### config.mk
export PLATFORM = sky130hd
export DESIGN_NAME = ws_alert_seq
export DESIGN_NICKNAME = d
export VERILOG_FILES = /design/src/ws_pkg.sv /design/src/ws_alert_seq.sv
export VERILOG_INCLUDE_DIRS = /design/src
export SDC_FILE = /design/constraint.sdc
export NUM_CORES = 1
export LEC_CHECK = 0
export ABC_AREA = 0
export BUFFER_PORTS_ARGS = -buffer_cell sky130_fd_sc_hd__clkbuf_2
export CORE_UTILIZATION = 46
export DETAILED_ROUTE_END_ITERATION = 6
export HOLD_SLACK_MARGIN = 0.08
export PLACE_DENSITY = 0.67
export SETUP_SLACK_MARGIN = 0.5
export SYNTH_ARGS = -nofsm -noshare
export SYNTH_HDL_FRONTEND = slang
export SYNTH_SLANG_ARGS = --single-unit
### constraint.sdc
create_clock -name aclk -period 6.05 [get_ports aclk]
set_clock_uncertainty 0.1 [all_clocks]
set_input_delay 0.3025 -clock aclk [delete_from_list [all_inputs] [get_ports aclk]]
set_output_delay 0.3025 -clock aclk [all_outputs]
set_load 0.01 [all_outputs]
### src/ws_defs.svh
// offsets, field positions, reset values and timing constants of the windshear alert block
`ifndef WS_DEFS_SVH
`define WS_DEFS_SVH
`define WS_CLK_HZ 20000000
`define WS_CYC_PER_MS (`WS_CLK_HZ / 1000)
`define WS_A_CTRL 5'h00
`define WS_A_FLT 5'h04
`define WS_A_EVT 5'h08
`define WS_A_STAT 5'h0c
`define WS_A_FAIL 5'h10
`define WS_CTRL_RST 4'h0
`define WS_C_CHOFF 2
`define WS_C_TEST 3
`define WS_C_CLR 4
`define WS_FAIL_W 6
`define WS_LAT_WARN 8'h19
`define WS_HDG_SECT 8'h19
`define WS_SCAN_DEG 8'h28
`define WS_RNG_GND 8'h1e
`define WS_RNG_AIR 8'h0f
`define WS_RNG_CAUT 8'h1e
`define WS_RNG_ADV 8'h32
`define WS_LAND_FT 12'h014
`define WS_SPD_TO 9'h064
`define WS_ALT_LO 12'h032
`define WS_ALT_HI 12'h4b0
`define WS_LEAD_MS 300
`define WS_HOLD_MS 300
`define WS_SWEEP_MS 300
`define WS_PHRASE_MS 2400
`define WS_AURAL_MAX_MS 3000
`define WS_FAULT_S 120
`define WS_FAULT_MS (`WS_FAULT_S * 1000)
`define WS_HAZ_MS 100
`define WS_HAZ_GAP_MS 1000
`define WS_F_HI_HZ 800
`define WS_F_LO_HZ 400
`endif

### src/ws_pkg.sv
// types of the windshear alert block
package ws_pkg;
	typedef enum logic [1:0] {LV_NONE = 2'b00, LV_ADV = 2'b01, LV_CAUT = 2'b10,
		LV_WARN = 2'b11} ws_level_t;
	typedef enum logic [1:0] {ST_IDLE = 2'b00, ST_LEAD = 2'b01, ST_PLAY = 2'b10,
		ST_HOLD = 2'b11} ws_state_t;
	typedef enum logic [1:0] {CS_CHIME = 2'b00, CS_PHRASE = 2'b01, CS_OFF = 2'b10,
		CS_OFF2 = 2'b11} ws_csel_t;
	typedef struct packed {
		logic landing;
		logic takeoff;
		logic on_ground;
		logic [8:0] speed_kt;
		logic [11:0] alt_ft;
	} ws_flight_t;
	typedef struct packed {
		logic [7:0] id;
		logic [7:0] range;
		logic [7:0] hdg_deg;
		logic [7:0] lat;
	} ws_event_t;
endpackage : ws_pkg

### src/ws_alert_seq.sv
// windshear alert classifier, aural sequencer and alert outputs with axi4-lite registers
//
// Function
// - warning only within 0.25 nm laterally and inside heading sector
// - warning range 3 nm on ground, 1.5 nm airborne, scaled down on landing
// - no warning from 100 kt to 50 ft, below 50 ft landing, above 1200 ft
// - active warning shown on display word and hazard word
// - caution outside warning region, within 25 deg and 3 nm, on both words
// - caution suppressed like warning: takeoff window, landing below 50 ft, above 1200 ft
// - advisory within scan limit and 5 nm, display icon only, none above 1200 ft
// - warning phrase replays only for a new event with different id
// - caution aural chime, phrase or off by two bits; separate chime-off bit
// - chime sweeps 800 to 400 Hz in 300 ms, twice, 300 ms gap, twice again
// - every aural alert finishes within three seconds
// - audio silenced within 100 ms of inhibit assertion
// - inhibit flagged faulty after two minutes continuously asserted
// - pending valid alert starts audio within 500 ms of inhibit release
// - lamps and bus word levels ignore the aural inhibit; hazard word bit 8 carries the inhibit fault
// - separate warning and caution lamp outputs
// - alert-audio discrete high whenever audio plays
// - discrete leads and trails audio by 200 to 500 ms, except self-test
// - discrete rises 0 to 500 ms after level sent on hazard bus
// - hazard word sent periodically always, gaps under one second
// - each unit failure its own bit, bits 20-25 of display word
`timescale 1ns/1ns
`include "ws_defs.svh"
module ws_alert_seq
	import ws_pkg::*;
#(
	parameter int CYC_PER_MS = `WS_CYC_PER_MS,
	parameter int FAULT_MS = `WS_FAULT_MS
)
(
	input wire logic aclk,
	input wire logic aresetn,
	input wire logic [4:0] awaddr,
	input wire logic awvalid,
	output logic awready,
	input wire logic [31:0] wdata,
	input wire logic [3:0] wstrb,
	input wire logic wvalid,
	output logic wready,
	output logic [1:0] bresp,
	output logic bvalid,
	input wire logic bready,
	input wire logic [4:0] araddr,
	input wire logic arvalid,
	output logic arready,
	output logic [31:0] rdata,
	output logic [1:0] rresp,
	output logic rvalid,
	input wire logic rready,
	input wire logic aural_inhibit_n,
	output logic warn_lamp,
	output logic caution_lamp,
	output logic alert_audio_disc,
	output logic audio_active,
	output logic tone_out,
	output logic [1:0] phrase_sel,
	output logic [31:0] display_word,
	output logic [31:0] hazard_word,
	output logic hazard_send,
	output logic inhibit_fault
);
	localparam int CHIME_MS = 5 * `WS_SWEEP_MS;
	localparam int F3_HI = 3 * `WS_F_HI_HZ;
	localparam int F3_STEP = 3 * (`WS_F_HI_HZ - `WS_F_LO_HZ) / `WS_SWEEP_MS;
	localparam int AURAL_MAX = `WS_AURAL_MAX_MS;
	localparam int GAP_MAX = `WS_HAZ_GAP_MS;
	localparam int LEAD_LO = 200;
	localparam int LEAD_HI = 500;
	// nco step per third of a hertz, tied to the tick divider so a scaled clock keeps pitch
	localparam longint NCO_K = 64'h100000000 / (64'd3000 * CYC_PER_MS);

	if (CYC_PER_MS < 2 || CYC_PER_MS >= 2**24 || FAULT_MS < 1 || FAULT_MS >= 2**18
		|| CHIME_MS > AURAL_MAX || `WS_PHRASE_MS > AURAL_MAX)
	begin : g_bad
		$error("ws_alert_seq: unsupported parameter value");
	end

	ws_flight_t flt_q;
	ws_event_t ev_q, ev_new;
	ws_level_t level_q, pend_lvl_q, play_lvl_q, prev_lvl_q, cls;
	ws_state_t st_q;
	logic [3:0] ctrl_q;
	logic [`WS_FAIL_W-1:0] fail_q;
	logic [23:0] div_q;
	logic ms_tick;
	logic aw_got_q, w_got_q, wr_go, ev_we, clr_we;
	logic [4:0] awaddr_q;
	logic [31:0] wdata_q, wm;
	logic [3:0] wstrb_q;
	logic pend_q, warn_seen_q, play_chime_q, seq_start, abort, warn_new, caut_aud;
	logic [7:0] last_id_q;
	logic [11:0] ms_q, dur_m1, sp, f3, haz_ms_q;
	logic gap, chime_on;
	logic [31:0] acc_q, inc;
	logic [17:0] inh_ms_q;

	////////////////////////////////////////////////////////////////////////
	function automatic logic map_ok(input logic [4:0] a);
		return a == `WS_A_CTRL || a == `WS_A_FLT || a == `WS_A_EVT || a == `WS_A_STAT
			|| a == `WS_A_FAIL;
	endfunction : map_ok

	function automatic logic [31:0] reg_val(input logic [4:0] a);
		logic [31:0] v;
		v = 32'h0;
		case (a)
			`WS_A_CTRL: v = {28'h0, ctrl_q};
			`WS_A_FLT: v = {8'h0, flt_q};
			`WS_A_EVT: v = ev_q;
			`WS_A_STAT: v = {24'h0, inhibit_fault, alert_audio_disc, audio_active, pend_q,
				st_q, level_q};
			`WS_A_FAIL: v = {26'h0, fail_q};
			default: v = 32'h0;
		endcase
		return v;
	endfunction : reg_val

	function automatic logic [31:0] wmerge(input logic [31:0] o, input logic [31:0] d,
		input logic [3:0] s);
		for (int i = 0; i < 4; i++)
			if (s[i])
				o[8*i +: 8] = d[8*i +: 8];
		return o;
	endfunction : wmerge

	function automatic ws_level_t classify(input ws_event_t e, input ws_flight_t f);
		logic [7:0] lim;
		logic [11:0] land;
		logic sup;
		lim = f.on_ground ? `WS_RNG_GND : `WS_RNG_AIR;
		land = f.alt_ft / `WS_LAND_FT;
		if (f.landing && land < {4'h0, lim})
			lim = land[7:0];
		sup = f.alt_ft > `WS_ALT_HI || (f.landing && f.alt_ft < `WS_ALT_LO)
			|| (f.takeoff && f.speed_kt >= `WS_SPD_TO && f.alt_ft < `WS_ALT_LO);
		if (e.lat <= `WS_LAT_WARN && e.hdg_deg <= `WS_HDG_SECT && e.range <= lim)
			return sup ? LV_NONE : LV_WARN;
		if (e.hdg_deg <= `WS_HDG_SECT && e.range <= `WS_RNG_CAUT)
			return sup ? LV_NONE : LV_CAUT;
		if (e.hdg_deg <= `WS_SCAN_DEG && e.range <= `WS_RNG_ADV && f.alt_ft <= `WS_ALT_HI)
			return LV_ADV;
		return LV_NONE;
	endfunction : classify

	////////////////////////////////////////////////////////////////////////
	// millisecond enable
	assign ms_tick = div_q == 24'(CYC_PER_MS - 1);

	always_ff @(posedge aclk)
		if (!aresetn || ms_tick)
			div_q <= 24'h0;
		else
			div_q <= div_q + 24'h1;

	////////////////////////////////////////////////////////////////////////
	// axi4-lite write and read channels
	assign awready = !aw_got_q && !bvalid;
	assign wready = !w_got_q && !bvalid;
	assign arready = !rvalid;
	assign wr_go = aw_got_q && w_got_q && !bvalid;
	// process form so that register changes read inside reg_val retrigger the merge
	always_comb
		wm = wmerge(reg_val(awaddr_q), wdata_q, wstrb_q);
	assign ev_we = wr_go && awaddr_q == `WS_A_EVT;
	assign clr_we = wr_go && awaddr_q == `WS_A_CTRL && wstrb_q[0] && wdata_q[`WS_C_CLR];
	assign ev_new = ws_event_t'(wm);
	assign cls = classify(ev_new, flt_q);

	always_ff @(posedge aclk)
		if (!aresetn)
		begin
			aw_got_q <= 1'b0;
			w_got_q <= 1'b0;
			awaddr_q <= 5'h00;
			wdata_q <= 32'h0;
			wstrb_q <= 4'h0;
			bvalid <= 1'b0;
			bresp <= 2'b00;
		end
		else
		begin
			if (awvalid && awready)
			begin
				aw_got_q <= 1'b1;
				awaddr_q <= awaddr;
			end
			if (wvalid && wready)
			begin
				w_got_q <= 1'b1;
				wdata_q <= wdata;
				wstrb_q <= wstrb;
			end
			if (wr_go)
			begin
				aw_got_q <= 1'b0;
				w_got_q <= 1'b0;
				bvalid <= 1'b1;
				bresp <= map_ok(awaddr_q) ? 2'b00 : 2'b10;
			end
			else if (bvalid && bready)
				bvalid <= 1'b0;
		end

	always_ff @(posedge aclk)
		if (!aresetn)
		begin
			rvalid <= 1'b0;
			rdata <= 32'h0;
			rresp <= 2'b00;
		end
		else if (arvalid && arready)
		begin
			rvalid <= 1'b1;
			rdata <= reg_val(araddr);
			rresp <= map_ok(araddr) ? 2'b00 : 2'b10;
		end
		else if (rready)
			rvalid <= 1'b0;

	// status reads ignore writes; flight data is not re-evaluated against old events
	always_ff @(posedge aclk)
		if (!aresetn)
		begin
			ctrl_q <= `WS_CTRL_RST;
			flt_q <= '0;
			ev_q <= '0;
			fail_q <= '0;
		end
		else if (wr_go)
			case (awaddr_q)
				`WS_A_CTRL: ctrl_q <= wm[3:0];
				`WS_A_FLT: flt_q <= ws_flight_t'(wm[23:0]);
				`WS_A_EVT: ev_q <= ev_new;
				`WS_A_FAIL: fail_q <= wm[`WS_FAIL_W-1:0];
				default: ;
			endcase

	////////////////////////////////////////////////////////////////////////
	// alert level and aural requests
	always_ff @(posedge aclk)
		if (!aresetn)
			level_q <= LV_NONE;
		else if (ev_we)
			level_q <= cls;
		else if (clr_we)
			level_q <= LV_NONE;

	assign caut_aud = ws_csel_t'(ctrl_q[1:0]) == CS_PHRASE
		|| (ws_csel_t'(ctrl_q[1:0]) == CS_CHIME && !ctrl_q[`WS_C_CHOFF]);
	assign warn_new = cls == LV_WARN && (!warn_seen_q || ev_new.id != last_id_q);
	assign seq_start = pend_q && aural_inhibit_n && level_q >= pend_lvl_q
		&& (st_q == ST_IDLE || st_q == ST_HOLD);
	assign abort = !aural_inhibit_n && (st_q == ST_LEAD || st_q == ST_PLAY);

	always_ff @(posedge aclk)
		if (!aresetn)
		begin
			last_id_q <= 8'h00;
			warn_seen_q <= 1'b0;
		end
		else if (ev_we && cls == LV_WARN)
		begin
			last_id_q <= ev_new.id;
			warn_seen_q <= 1'b1;
		end

	// later assignments win: a new event overrides the drop of a stale request
	always_ff @(posedge aclk)
		if (!aresetn)
		begin
			pend_q <= 1'b0;
			pend_lvl_q <= LV_NONE;
		end
		else
		begin
			if (pend_q && level_q < pend_lvl_q)
				pend_q <= 1'b0;
			if (seq_start)
				pend_q <= 1'b0;
			if (abort)
			begin
				pend_q <= 1'b1;
				pend_lvl_q <= play_lvl_q;
			end
			if (ev_we && warn_new)
			begin
				pend_q <= 1'b1;
				pend_lvl_q <= LV_WARN;
			end
			else if (ev_we && cls == LV_CAUT && level_q != LV_CAUT && caut_aud
				&& !(pend_q && pend_lvl_q == LV_WARN))
			begin
				pend_q <= 1'b1;
				pend_lvl_q <= LV_CAUT;
			end
		end

	////////////////////////////////////////////////////////////////////////
	// aural sequencer
	assign dur_m1 = play_chime_q ? 12'(CHIME_MS - 1) : 12'(`WS_PHRASE_MS - 1);

	always_ff @(posedge aclk)
		if (!aresetn)
		begin
			st_q <= ST_IDLE;
			ms_q <= 12'h000;
			play_lvl_q <= LV_NONE;
			play_chime_q <= 1'b0;
		end
		else if (seq_start)
		begin
			st_q <= ST_LEAD;
			ms_q <= 12'h000;
			play_lvl_q <= pend_lvl_q;
			play_chime_q <= pend_lvl_q == LV_CAUT && ws_csel_t'(ctrl_q[1:0]) == CS_CHIME;
		end
		else
			unique case (st_q)
				ST_IDLE: ;
				ST_LEAD:
					if (abort)
					begin
						st_q <= ST_HOLD;
						ms_q <= 12'h000;
					end
					else if (ctrl_q[`WS_C_TEST] || (ms_tick && ms_q == 12'(`WS_LEAD_MS - 1)))
					begin
						st_q <= ST_PLAY;
						ms_q <= 12'h000;
					end
					else if (ms_tick)
						ms_q <= ms_q + 12'h001;
				ST_PLAY:
					if (abort || (ms_tick && ms_q == dur_m1))
					begin
						st_q <= (ctrl_q[`WS_C_TEST] && !abort) ? ST_IDLE : ST_HOLD;
						ms_q <= 12'h000;
					end
					else if (ms_tick)
						ms_q <= ms_q + 12'h001;
				ST_HOLD:
					if (ctrl_q[`WS_C_TEST] || (ms_tick && ms_q == 12'(`WS_HOLD_MS - 1)))
						st_q <= ST_IDLE;
					else if (ms_tick)
						ms_q <= ms_q + 12'h001;
			endcase

	// chime: sweep position within the 5-slot pattern, slot 2 is the gap
	always_comb
	begin
		gap = 1'b0;
		sp = ms_q;
		if (ms_q >= 12'(4 * `WS_SWEEP_MS))
			sp = ms_q - 12'(4 * `WS_SWEEP_MS);
		else if (ms_q >= 12'(3 * `WS_SWEEP_MS))
			sp = ms_q - 12'(3 * `WS_SWEEP_MS);
		else if (ms_q >= 12'(2 * `WS_SWEEP_MS))
		begin
			sp = 12'h000;
			gap = 1'b1;
		end
		else if (ms_q >= 12'(`WS_SWEEP_MS))
			sp = ms_q - 12'(`WS_SWEEP_MS);
	end

	// frequency in thirds of a hertz steps down linearly each ms; nco constant truncates ~1 %
	assign f3 = 12'(F3_HI) - 12'(sp * F3_STEP);
	assign inc = 32'(f3 * NCO_K);
	assign chime_on = st_q == ST_PLAY && play_chime_q && !gap;

	always_ff @(posedge aclk)
		if (!aresetn || !chime_on)
			acc_q <= 32'h0;
		else
			acc_q <= acc_q + inc;

	always_ff @(posedge aclk)
		if (!aresetn)
		begin
			tone_out <= 1'b0;
			audio_active <= 1'b0;
			alert_audio_disc <= 1'b0;
			phrase_sel <= 2'b00;
		end
		else
		begin
			tone_out <= chime_on && acc_q[31];
			audio_active <= st_q == ST_PLAY;
			alert_audio_disc <= st_q != ST_IDLE;
			phrase_sel <= (st_q == ST_PLAY && !play_chime_q)
				? ((play_lvl_q == LV_WARN) ? 2'b01 : 2'b10) : 2'b00;
		end

	////////////////////////////////////////////////////////////////////////
	// lamps, bus words, inhibit monitor
	always_ff @(posedge aclk)
		if (!aresetn)
		begin
			warn_lamp <= 1'b0;
			caution_lamp <= 1'b0;
			display_word <= 32'h0;
			hazard_word <= 32'h0;
		end
		else
		begin
			warn_lamp <= level_q == LV_WARN;
			caution_lamp <= level_q == LV_CAUT;
			display_word <= {6'h00, fail_q, 15'h0000, level_q == LV_CAUT, level_q == LV_WARN,
				level_q == LV_ADV, level_q};
			hazard_word <= {23'h0, inhibit_fault, fail_q, level_q == LV_ADV ? LV_NONE : level_q};
		end

	// periodic send never depends on mode, a level change is sent at once
	always_ff @(posedge aclk)
		if (!aresetn)
		begin
			haz_ms_q <= 12'h000;
			hazard_send <= 1'b0;
			prev_lvl_q <= LV_NONE;
		end
		else
		begin
			prev_lvl_q <= level_q;
			hazard_send <= (ms_tick && haz_ms_q == 12'(`WS_HAZ_MS - 1)) || level_q != prev_lvl_q;
			if (ms_tick)
				haz_ms_q <= (haz_ms_q == 12'(`WS_HAZ_MS - 1)) ? 12'h000 : haz_ms_q + 12'h001;
		end

	always_ff @(posedge aclk)
		if (!aresetn || aural_inhibit_n)
		begin
			inh_ms_q <= 18'h0;
			inhibit_fault <= 1'b0;
		end
		else
		begin
			if (ms_tick && inh_ms_q < 18'(FAULT_MS))
				inh_ms_q <= inh_ms_q + 18'h1;
			inhibit_fault <= inh_ms_q >= 18'(FAULT_MS);
		end

	////////////////////////////////////////////////////////////////////////
	// checks
	logic [11:0] lead_ms_hq, play_ms_hq, gap_ms_hq;

	always_ff @(posedge aclk)
		if (!aresetn)
		begin
			lead_ms_hq <= 12'h000;
			play_ms_hq <= 12'h000;
			gap_ms_hq <= 12'h000;
		end
		else
		begin
			lead_ms_hq <= (st_q != ST_LEAD) ? 12'h000 : lead_ms_hq + 12'(ms_tick);
			play_ms_hq <= (st_q != ST_PLAY) ? 12'h000 : play_ms_hq + 12'(ms_tick);
			gap_ms_hq <= hazard_send ? 12'h000 : gap_ms_hq + 12'(ms_tick);
		end
endmodule : ws_alert_seq

==> results of run 1 <==
==> flip-flops by register name, summed over array words and instances (netlist names), 2 cells and up <==
name	flops
rdata	32
play_lvl_q	2
ev_q	32
flt_q	24
awaddr_q	5
st_q	2
phrase_sel	2
pend_lvl_q	2
ms_q	12
wdata_q	32
last_id_q	8
display_word	10
inh_ms_q	18
acc_q	30
ctrl_q	4
haz_ms_q	12
wstrb_q	4
div_q	24
hazard_word	4
level_q	2
fail_q	6
==> kinds of logic after synthesis <==
kind of cell    share of synthesized area [%]
buf+inv                                 7.716
flops                                   34.28
mux                                     2.013
compound gates                          17.99
fa+ha+maj                               9.501
other cells                           0.04577
simple gates                            22.96
xor+xnor                                5.498
==> metal layers <==
layer | track usage (%) | share of wire, % | up-vias
met5 | 0 | 0.063 | -
met4 | 11.42 | 4.3 | 4
met3 | 3.736 | 5.1 | 114
met2 | 43.85 | 49 | 447
met1 | 30.42 | 41 | 6939
li1 | - | - | 7283
==> final timing paths <==
| kind | slack (ps) | depth (start not counted) | endpoint | startpoint |
|---|---|---|---|---|
| min reg2reg | 360 | 2 | wdata_q[26] | wdata_q[26] |
| min | 190 | 4 | rdata[6] | araddr[2] |
| max reg2reg | -0.5 | 24 | acc_q[31] | ms_q[5] |
| max | -0.5 | 24 | acc_q[31] | ms_q[5] |
==> synthesized netlist by cell type (all sizes together), types with 14 or more instances <==
master  number
nor2b       26
buf         68
nor3b       20
mux2i       24
a22oi       43
nand2b      14
a211oi      45
a21boi      33
nand2      232
xnor2       57
nor2       234
nand3       70
fa          25
and3        23
and2        52
nor3        38
dfxtp      281
o21ai       64
ha          83
inv        112
nand4       15
a21oi      105
clkbuf      95
xor2        46
==> worst min-delay path: cells and delay by family <==
| kind | cells | cell delay [ps] |
|---|---|---|
| compound gates | 2 | 220 |
| buf+inv | 1 | 140 |
| simple gates | 1 | 120 |
==> stage by stage <==
step / power (µW) / hold WS [ps] / cell area (µm²) / setup TNS, ps
2_1_floorplan: 2267 / 302.6 / 16740 / 0
3_3_place_gp: 2361 / 343.4 / 17660 / -52.43
3_5_place_dp: 2364 / 347.2 / 17660 / -361.6
4_1_cts: 4356 / 166.5 / 19570 / 0
5_1_grt: 4491 / 213.6 / 19870 / -2652
6_report: 4327 / 192.6 / 19870 / -0.5485
==> power breakdown <==
group / leakage [µW] / switching [µW] / internal [µW] / total (µW)
Sequential: 0.00228 / 60.7 / 1890 / 1950
Combinational: 0.00530 / 259 / 149 / 409
Clock: 0.000524 / 836 / 1130 / 1970
Total: 0.00810 / 1160 / 3170 / 4330
==> final cells by class <==
type                    count  area (µm²)  area share (%)
repair buffers            278        1906           9.590
clock buffers              46       965.9           4.861
multi-input cells        1510       10260           51.62
well taps                 455       569.3           2.865
inverters                 113       426.7           2.147
clock inverters            13       103.9          0.5226
flip-flops and latches    281        5642           28.39
==> what timing repair did <==
action,CTS,global route
endpoints found under the hold margin,43,0
pin swaps,40,22
hold buffers,44,0
gates resized for setup,52,43
setup endpoints to repair,20,37
buffers inserted,20,13
==> key figures, run 1 <==
Worst setup path
  – WP buf/inv: 2
  – Critical path's slowest cell: fa_1
  – Critical Path, Cell by Cell: ha_4 > a2111o_1 > a221oi_4 > nor3_2 > xnor2_1 > o31ai_1 > a22oi_2 > a21oi_4 > o21ba_4 > xor2_2 > ha_1 > ha_1 > inv_2 > fa_1 > inv_1 > fa_2 > ha_4 > and3_4 > a31oi_4 > a21oi_4 > o21ai_4 > a21oi_2 > nand3_1 > mux2_4
  – Cell family with most CP delay: compound AO/OA/AOI/OAI gates
  – CP Data Required Time: ~6400 ps
  – Crit path capture type: flop
  – Crit path DAT: 6370 ps
  – Largest stage delay on the critical path: 540 ps
  – Startpoint types: flop
  – Crit Path Max Fanout: 6
  – Setup CP Type: flop to flop

Layout
  – Layout cell share with drive strength beyond 1: a little under a fifth
  – Post-Route Utilization: between 50% and 60%
  – Nets@finish: around 2400
  – Most common cell after layout, fill and taps aside: dfxtp_1
  – Final-layout fill cell count: 3082
  – Non-filler cells in the finished layout: roughly 2700
  – Area growth from synthesis to layout: 21.09%
  – Antenna cells: 0
  – Most frequent cells in the layout: dfxtp_1, nand2_1, nor2_1, clkbuf_2, buf_4

Pwr
  – Static leakage: about 0.0081 µW
  – Max IR drop VDD: between 0.2 and 0.25 mV
  – Power Density: about 220 mW/mm²

Synthesis
  – Synth cell types: 87
  – Post-synth EDFFs: 0
  – Area fraction of the dominant cell type after synthesis: about 34%
  – Gate Count Post-Synth: between 2000 and 2500
  – Yosys warnings: 0
  – Area of the mapped netlist: ~0.016 mm²
  – Async set-reset flop share out of synthesis: 0%
  – Register bit total from synthesis: between 200 and 300
  – Top cell type by total area after synthesis: dfxtp_1
  – Mean post-synth cell area: approximately 8.1 µm²
  – Top cells by area, synth: dfxtp_1, ha_1, nor2_1
  – Synth Flop Type: dfxtp_1
  – Register area share after synthesis: between 30 and 40%

Die
  – Ports: about 170
  – Core Region: 0.03480 mm²
  – Die Height: 190.9 µm
  – Die Width: 190.9 µm
  – Initial Util: a little under half
  – Die area: approximately 0.036 mm²
  – FP Rows: a little under 70

Timing
  – Min cycle time layout: 6051 ps
  – Count of final setup violators: 1
  – RSZ-0062 raised after global routing: yes
  – Hold Vio Cnt, Final: 0
  – Final period util: 100.0%
  – Rel. slew slack: roughly 18%
  – Final WS setup: -0.5485 ps
  – Max Clock Freq: roughly 170 MHz
  – Final Slew Violations: 0
  – Slew @ Worst Pin: 1232 ps

GRT
  – Vias in the first global route: between 10000 and 15000
  – Overflow left after global routing: 0
  – First-pass GRT wire length: 73930 µm
  – GRT Overall Usage: between 20% and 30%
  – Initial antenna violation count: 2
  – Largest net degree at the start of global routing: 60

Clocking
  – Clock Latency Late Sink: approximately 530 ps
  – TritonCTS Sinks: approximately 280
  – Clock transition at the registers of the reported paths: roughly 60 ps
  – CTS tree: yes
  – CTS Buf Count: 34
  – H-tree depth reported by CTS: 2
  – Clk root buf: clkbuf_16
  – Worst-case clock buffer depth: 3

Routing
  – DRC: 0
  – Final ANT Viol Nets: 0
  – Vias: 14790
  – WL final: approximately 46000 µm
  – Routed vias/inst: ~5.5
  – Drt pass-1 iters: 6
  – 1st-iter DRT viols: between 700 and 800
  – Avg WL per Cell: 17.04 µm

Place
  – GPL Wtd Cong: about 0.90
  – Place WS: -145.1 ps
  – IO buf count: 121
  – Detailed placer's ending HPWL: between 30000 and 40000 µm
  – Dpl cells: ~2600

Worst hold path
  – Hold WC Path Type: primary input to flop

Run status
  – Status: finished, violations left
  – Violated checks: negative setup slack

Flow run
  – Max-cap violations: 0
(Power assumes the default switching activity.)
==> inputs of run 2 (changes only) <==
Settings changed: CORE_UTILIZATION 46 to 28, HOLD_SLACK_MARGIN 0.08 to 0.15, PLACE_DENSITY 0.67 to unset, SLEW_MARGIN set to 20.
==> run 2 against run 1 <==
  * First-iteration DRC count grew 9.6%
  * Die area increased by 64%
  * Via count increased by 0.22%
  * Utilization fell by 22 points
  * Register-to-register slack improved by 98 ps
  * The run now ends clean
  * Sequential share of layout area fell by 0.70 points
  * Fmax grew 1.6%
  * Sequential power about the same
==> key figures, run 2 (synthesis results as in run 1) <==
Run status
  – Status: completed (was finished, violations left)

Worst setup path
  – Crit path capture type: flop (unchanged)
  – Largest stage delay on the critical path: 540 ps (about the same)
  – Setup CP Type: flop to flop (unchanged)
  – Worst R2R End: acc_q[22] (was acc_q[31])
  – Startpoint types: flop (unchanged)
  – Crit path DAT: 6270 ps (was 6370 ps)
  – Crit Path Max Fanout: 6 (unchanged)
  – CP Data Required Time: 6370 ps (about the same)
  – Critical path's slowest cell: fa_1 (unchanged)
  – R2R depth: 27 (was 24)
  – Reg2Reg Launch Point: ms_q[3] (was ms_q[5])
  – Reg2Reg Setup Slack: 100 ps (was -0.5 ps)
  – Cell mode on critical path: inv_2

Clocking
  – Clock transition at the registers of the reported paths: 60 ps (about the same)
  – TritonCTS Sinks: 281 (unchanged)
  – CTS Buf Count: 34 (unchanged)
  – Clock Latency Late Sink: 550 ps (was 530 ps)
  – H-tree depth reported by CTS: 2 (unchanged)
  – Worst-case clock buffer depth: 3 (unchanged)
  – CTS tree: yes (unchanged)
  – Clk root buf: clkbuf_16 (unchanged)

Die
  – FP Rows: 88 (was 68)
  – Ports: 168 (unchanged)
  – Die Height: 244.1 µm (was 190.9 µm)
  – Die Width: 244.1 µm (was 190.9 µm)
  – Die area: 0.05958 mm² (was 0.03643 mm²)
  – Initial Util: 28.39% (was 47.16%)
  – Core Region: 0.05781 mm² (was 0.03480 mm²)

Layout
  – Most frequent cells in the layout: dfxtp_1, nor2_1, nand2_1, clkbuf_2, buf_4 (was dfxtp_1, nand2_1, nor2_1, clkbuf_2, buf_4)
  – Nets@finish: 2377 (was 2380)
  – Most common cell after layout, fill and taps aside: dfxtp_1 (unchanged)
  – Area growth from synthesis to layout: 24.11% (was 21.09%)
  – Final-layout fill cell count: 5920 (was 3082)
  – Largest registers: ev_q x32, rdata x32, wdata_q x32 (unchanged)
  – Post-Route Utilization: 35.23% (was 57.10%)
  – Layout cell share with drive strength beyond 1: 18.48% (was 18.16%)
  – Final Instance Area: 0.02037 mm² (was 0.01987 mm²)

Worst hold path
  – Hold Path Sink: aw_got_q (was rdata[6])
  – Hold Crit Depth: 4 (unchanged)
  – Hold WC Path Type: primary input to flop (unchanged)
  – Hold Path Origin: awvalid (was araddr[2])

Pwr
  – Power Density: 220.3 mW/mm² (was 217.8 mW/mm²)
  – Static leakage: 0.008128 µW (was 0.008098 µW)
  – Pwr Total: 4486 µW (was 4327 µW)
  – Max IR drop VDD: 0.1781 mV (was 0.2142 mV)

Flow run
  – Max-cap violations: 0 (unchanged)

Place
  – IO buf count: 121 (unchanged)
  – GPL Wtd Cong: 0.8925 (was 0.9035)
  – DP Area: 0.01808 mm² (was 0.01766 mm²)
  – Detailed placer's ending HPWL: 34140 µm (was 32230 µm)

Timing
  – RSZ-0062 raised after global routing: yes (unchanged)
  – Max Clock Freq: 168.0 MHz (was 165.3 MHz)
  – Final Slew Violations: 0 (unchanged)
  – Count of final setup violators: 0 (was 1)
  – Min cycle time layout: 5953 ps (was 6051 ps)
  – Slew @ Worst Pin: 906.1 ps (was 1232 ps)
  – Final period util: 98.40% (was 100.0%)
  – Hold Vio Cnt, Final: 0 (unchanged)
  – Rel. slew slack: 39.44% (was 17.65%)

GRT
  – GRT Overall Usage: 15.91% (was 25.18%)
  – Overflow left after global routing: 0 (unchanged)
  – Largest net degree at the start of global routing: 55 (was 60)
  – Initial antenna violation count: 0 (was 2)
  – First-pass GRT wire length: 77200 µm (was 73930 µm)
  – Vias in the first global route: 14580 (was 14250)

Routing
  – 1st-iter DRT viols: 791 (was 722)
  – Routed vias/inst: 4.930 (was 5.485)
  – Avg WL per Cell: 16.02 µm (was 17.04 µm)
  – Drt pass-1 iters: 6 (unchanged)
  – Final ANT Viol Nets: 0 (unchanged)
  – WL final: 48170 µm (was 45930 µm)
  – Vias: 14820 (was 14790)
  – DRC: 0 (unchanged)
## run 2: what timing repair did
action                                  in CTS  in global routing
setup buffers                               12                  9
hold buffers                                48                  0
endpoints found under the setup margin      21                 35
pin swaps                                   56                 33
resized for setup                           67                 34
endpoints found under the hold margin       49                  0
## run 2: metrics by stage
step | setup TNS [ps] | std cells | hold slack [ps] | worst slack (ps)
after floorplan | 0 | 2067 | 302.6 | 96.02
after global placement | -40.09 | 2875 | 345.1 | -40.09
after detailed placement | -843.4 | 2875 | 348.1 | -166.8
after CTS | 0 | 2996 | 190.1 | 103.9
after global routing | -2289 | 3005 | 256.4 | -232.6
final | 0 | 3006 | 216.9 | 97.09
## run 2: layout make-up
cell class	instances	area [µm²]	area share [%]
Timing Repair Buffer	275	1893	9.295
Tap cell	765	957.2	4.700
Clock buffer	52	1049	5.148
Antenna cell	1	2.502	0.01229
Sequential cell	281	5640	27.70
Multi-Input combinational cell	1510	10290	50.53
Clock inverter	9	106.4	0.5222
Inverter	113	427.9	2.101
## run 2: how the worst max path moves through the flow
stage                     startpoint         to  depth (start not counted)  slack [ps]
after floorplan              ms_q[4]  acc_q[31]                         25         100
after global placement       ms_q[4]  acc_q[31]                         24         -40
after detailed placement     ms_q[4]  acc_q[31]                         25        -170
after CTS                    ms_q[4]  acc_q[22]                         27         100
after global routing         ms_q[3]  acc_q[29]                         28        -230
final                        ms_q[3]  acc_q[22]                         27         100
## run 2: power by group
group | internal (µW) | total, µW | switching, µW | leakage, µW
logic | 153 | 427 | 275 | 0.00528
registers | 1890 | 1950 | 57.1 | 0.00228
clock network | 1250 | 2110 | 863 | 0.000570
total | 3290 | 4490 | 1190 | 0.00813
## run 2: critical path, delay by kind of cell, from the launching register on
kind | cells | cell delay, ps
and+or+nand+nor | 5 | 800
AOI/OAI and AO/OA | 9 | 2030
adders and majority gates | 5 | 1730
buffers and inverters | 6 | 480
xor gates and xnor gates | 2 | 360
DFF | 1 | 320
## run 2: metal layers
metal / track usage (%) / share of wire (%) / up-vias
met5: 0 / 0 / -
met4: 4.632 / 2.5 / 0
met3: 3.216 / 5.0 / 88
met2: 27.81 / 49 / 386
met1: 19.57 / 44 / 7084
li1: - / - / 7261
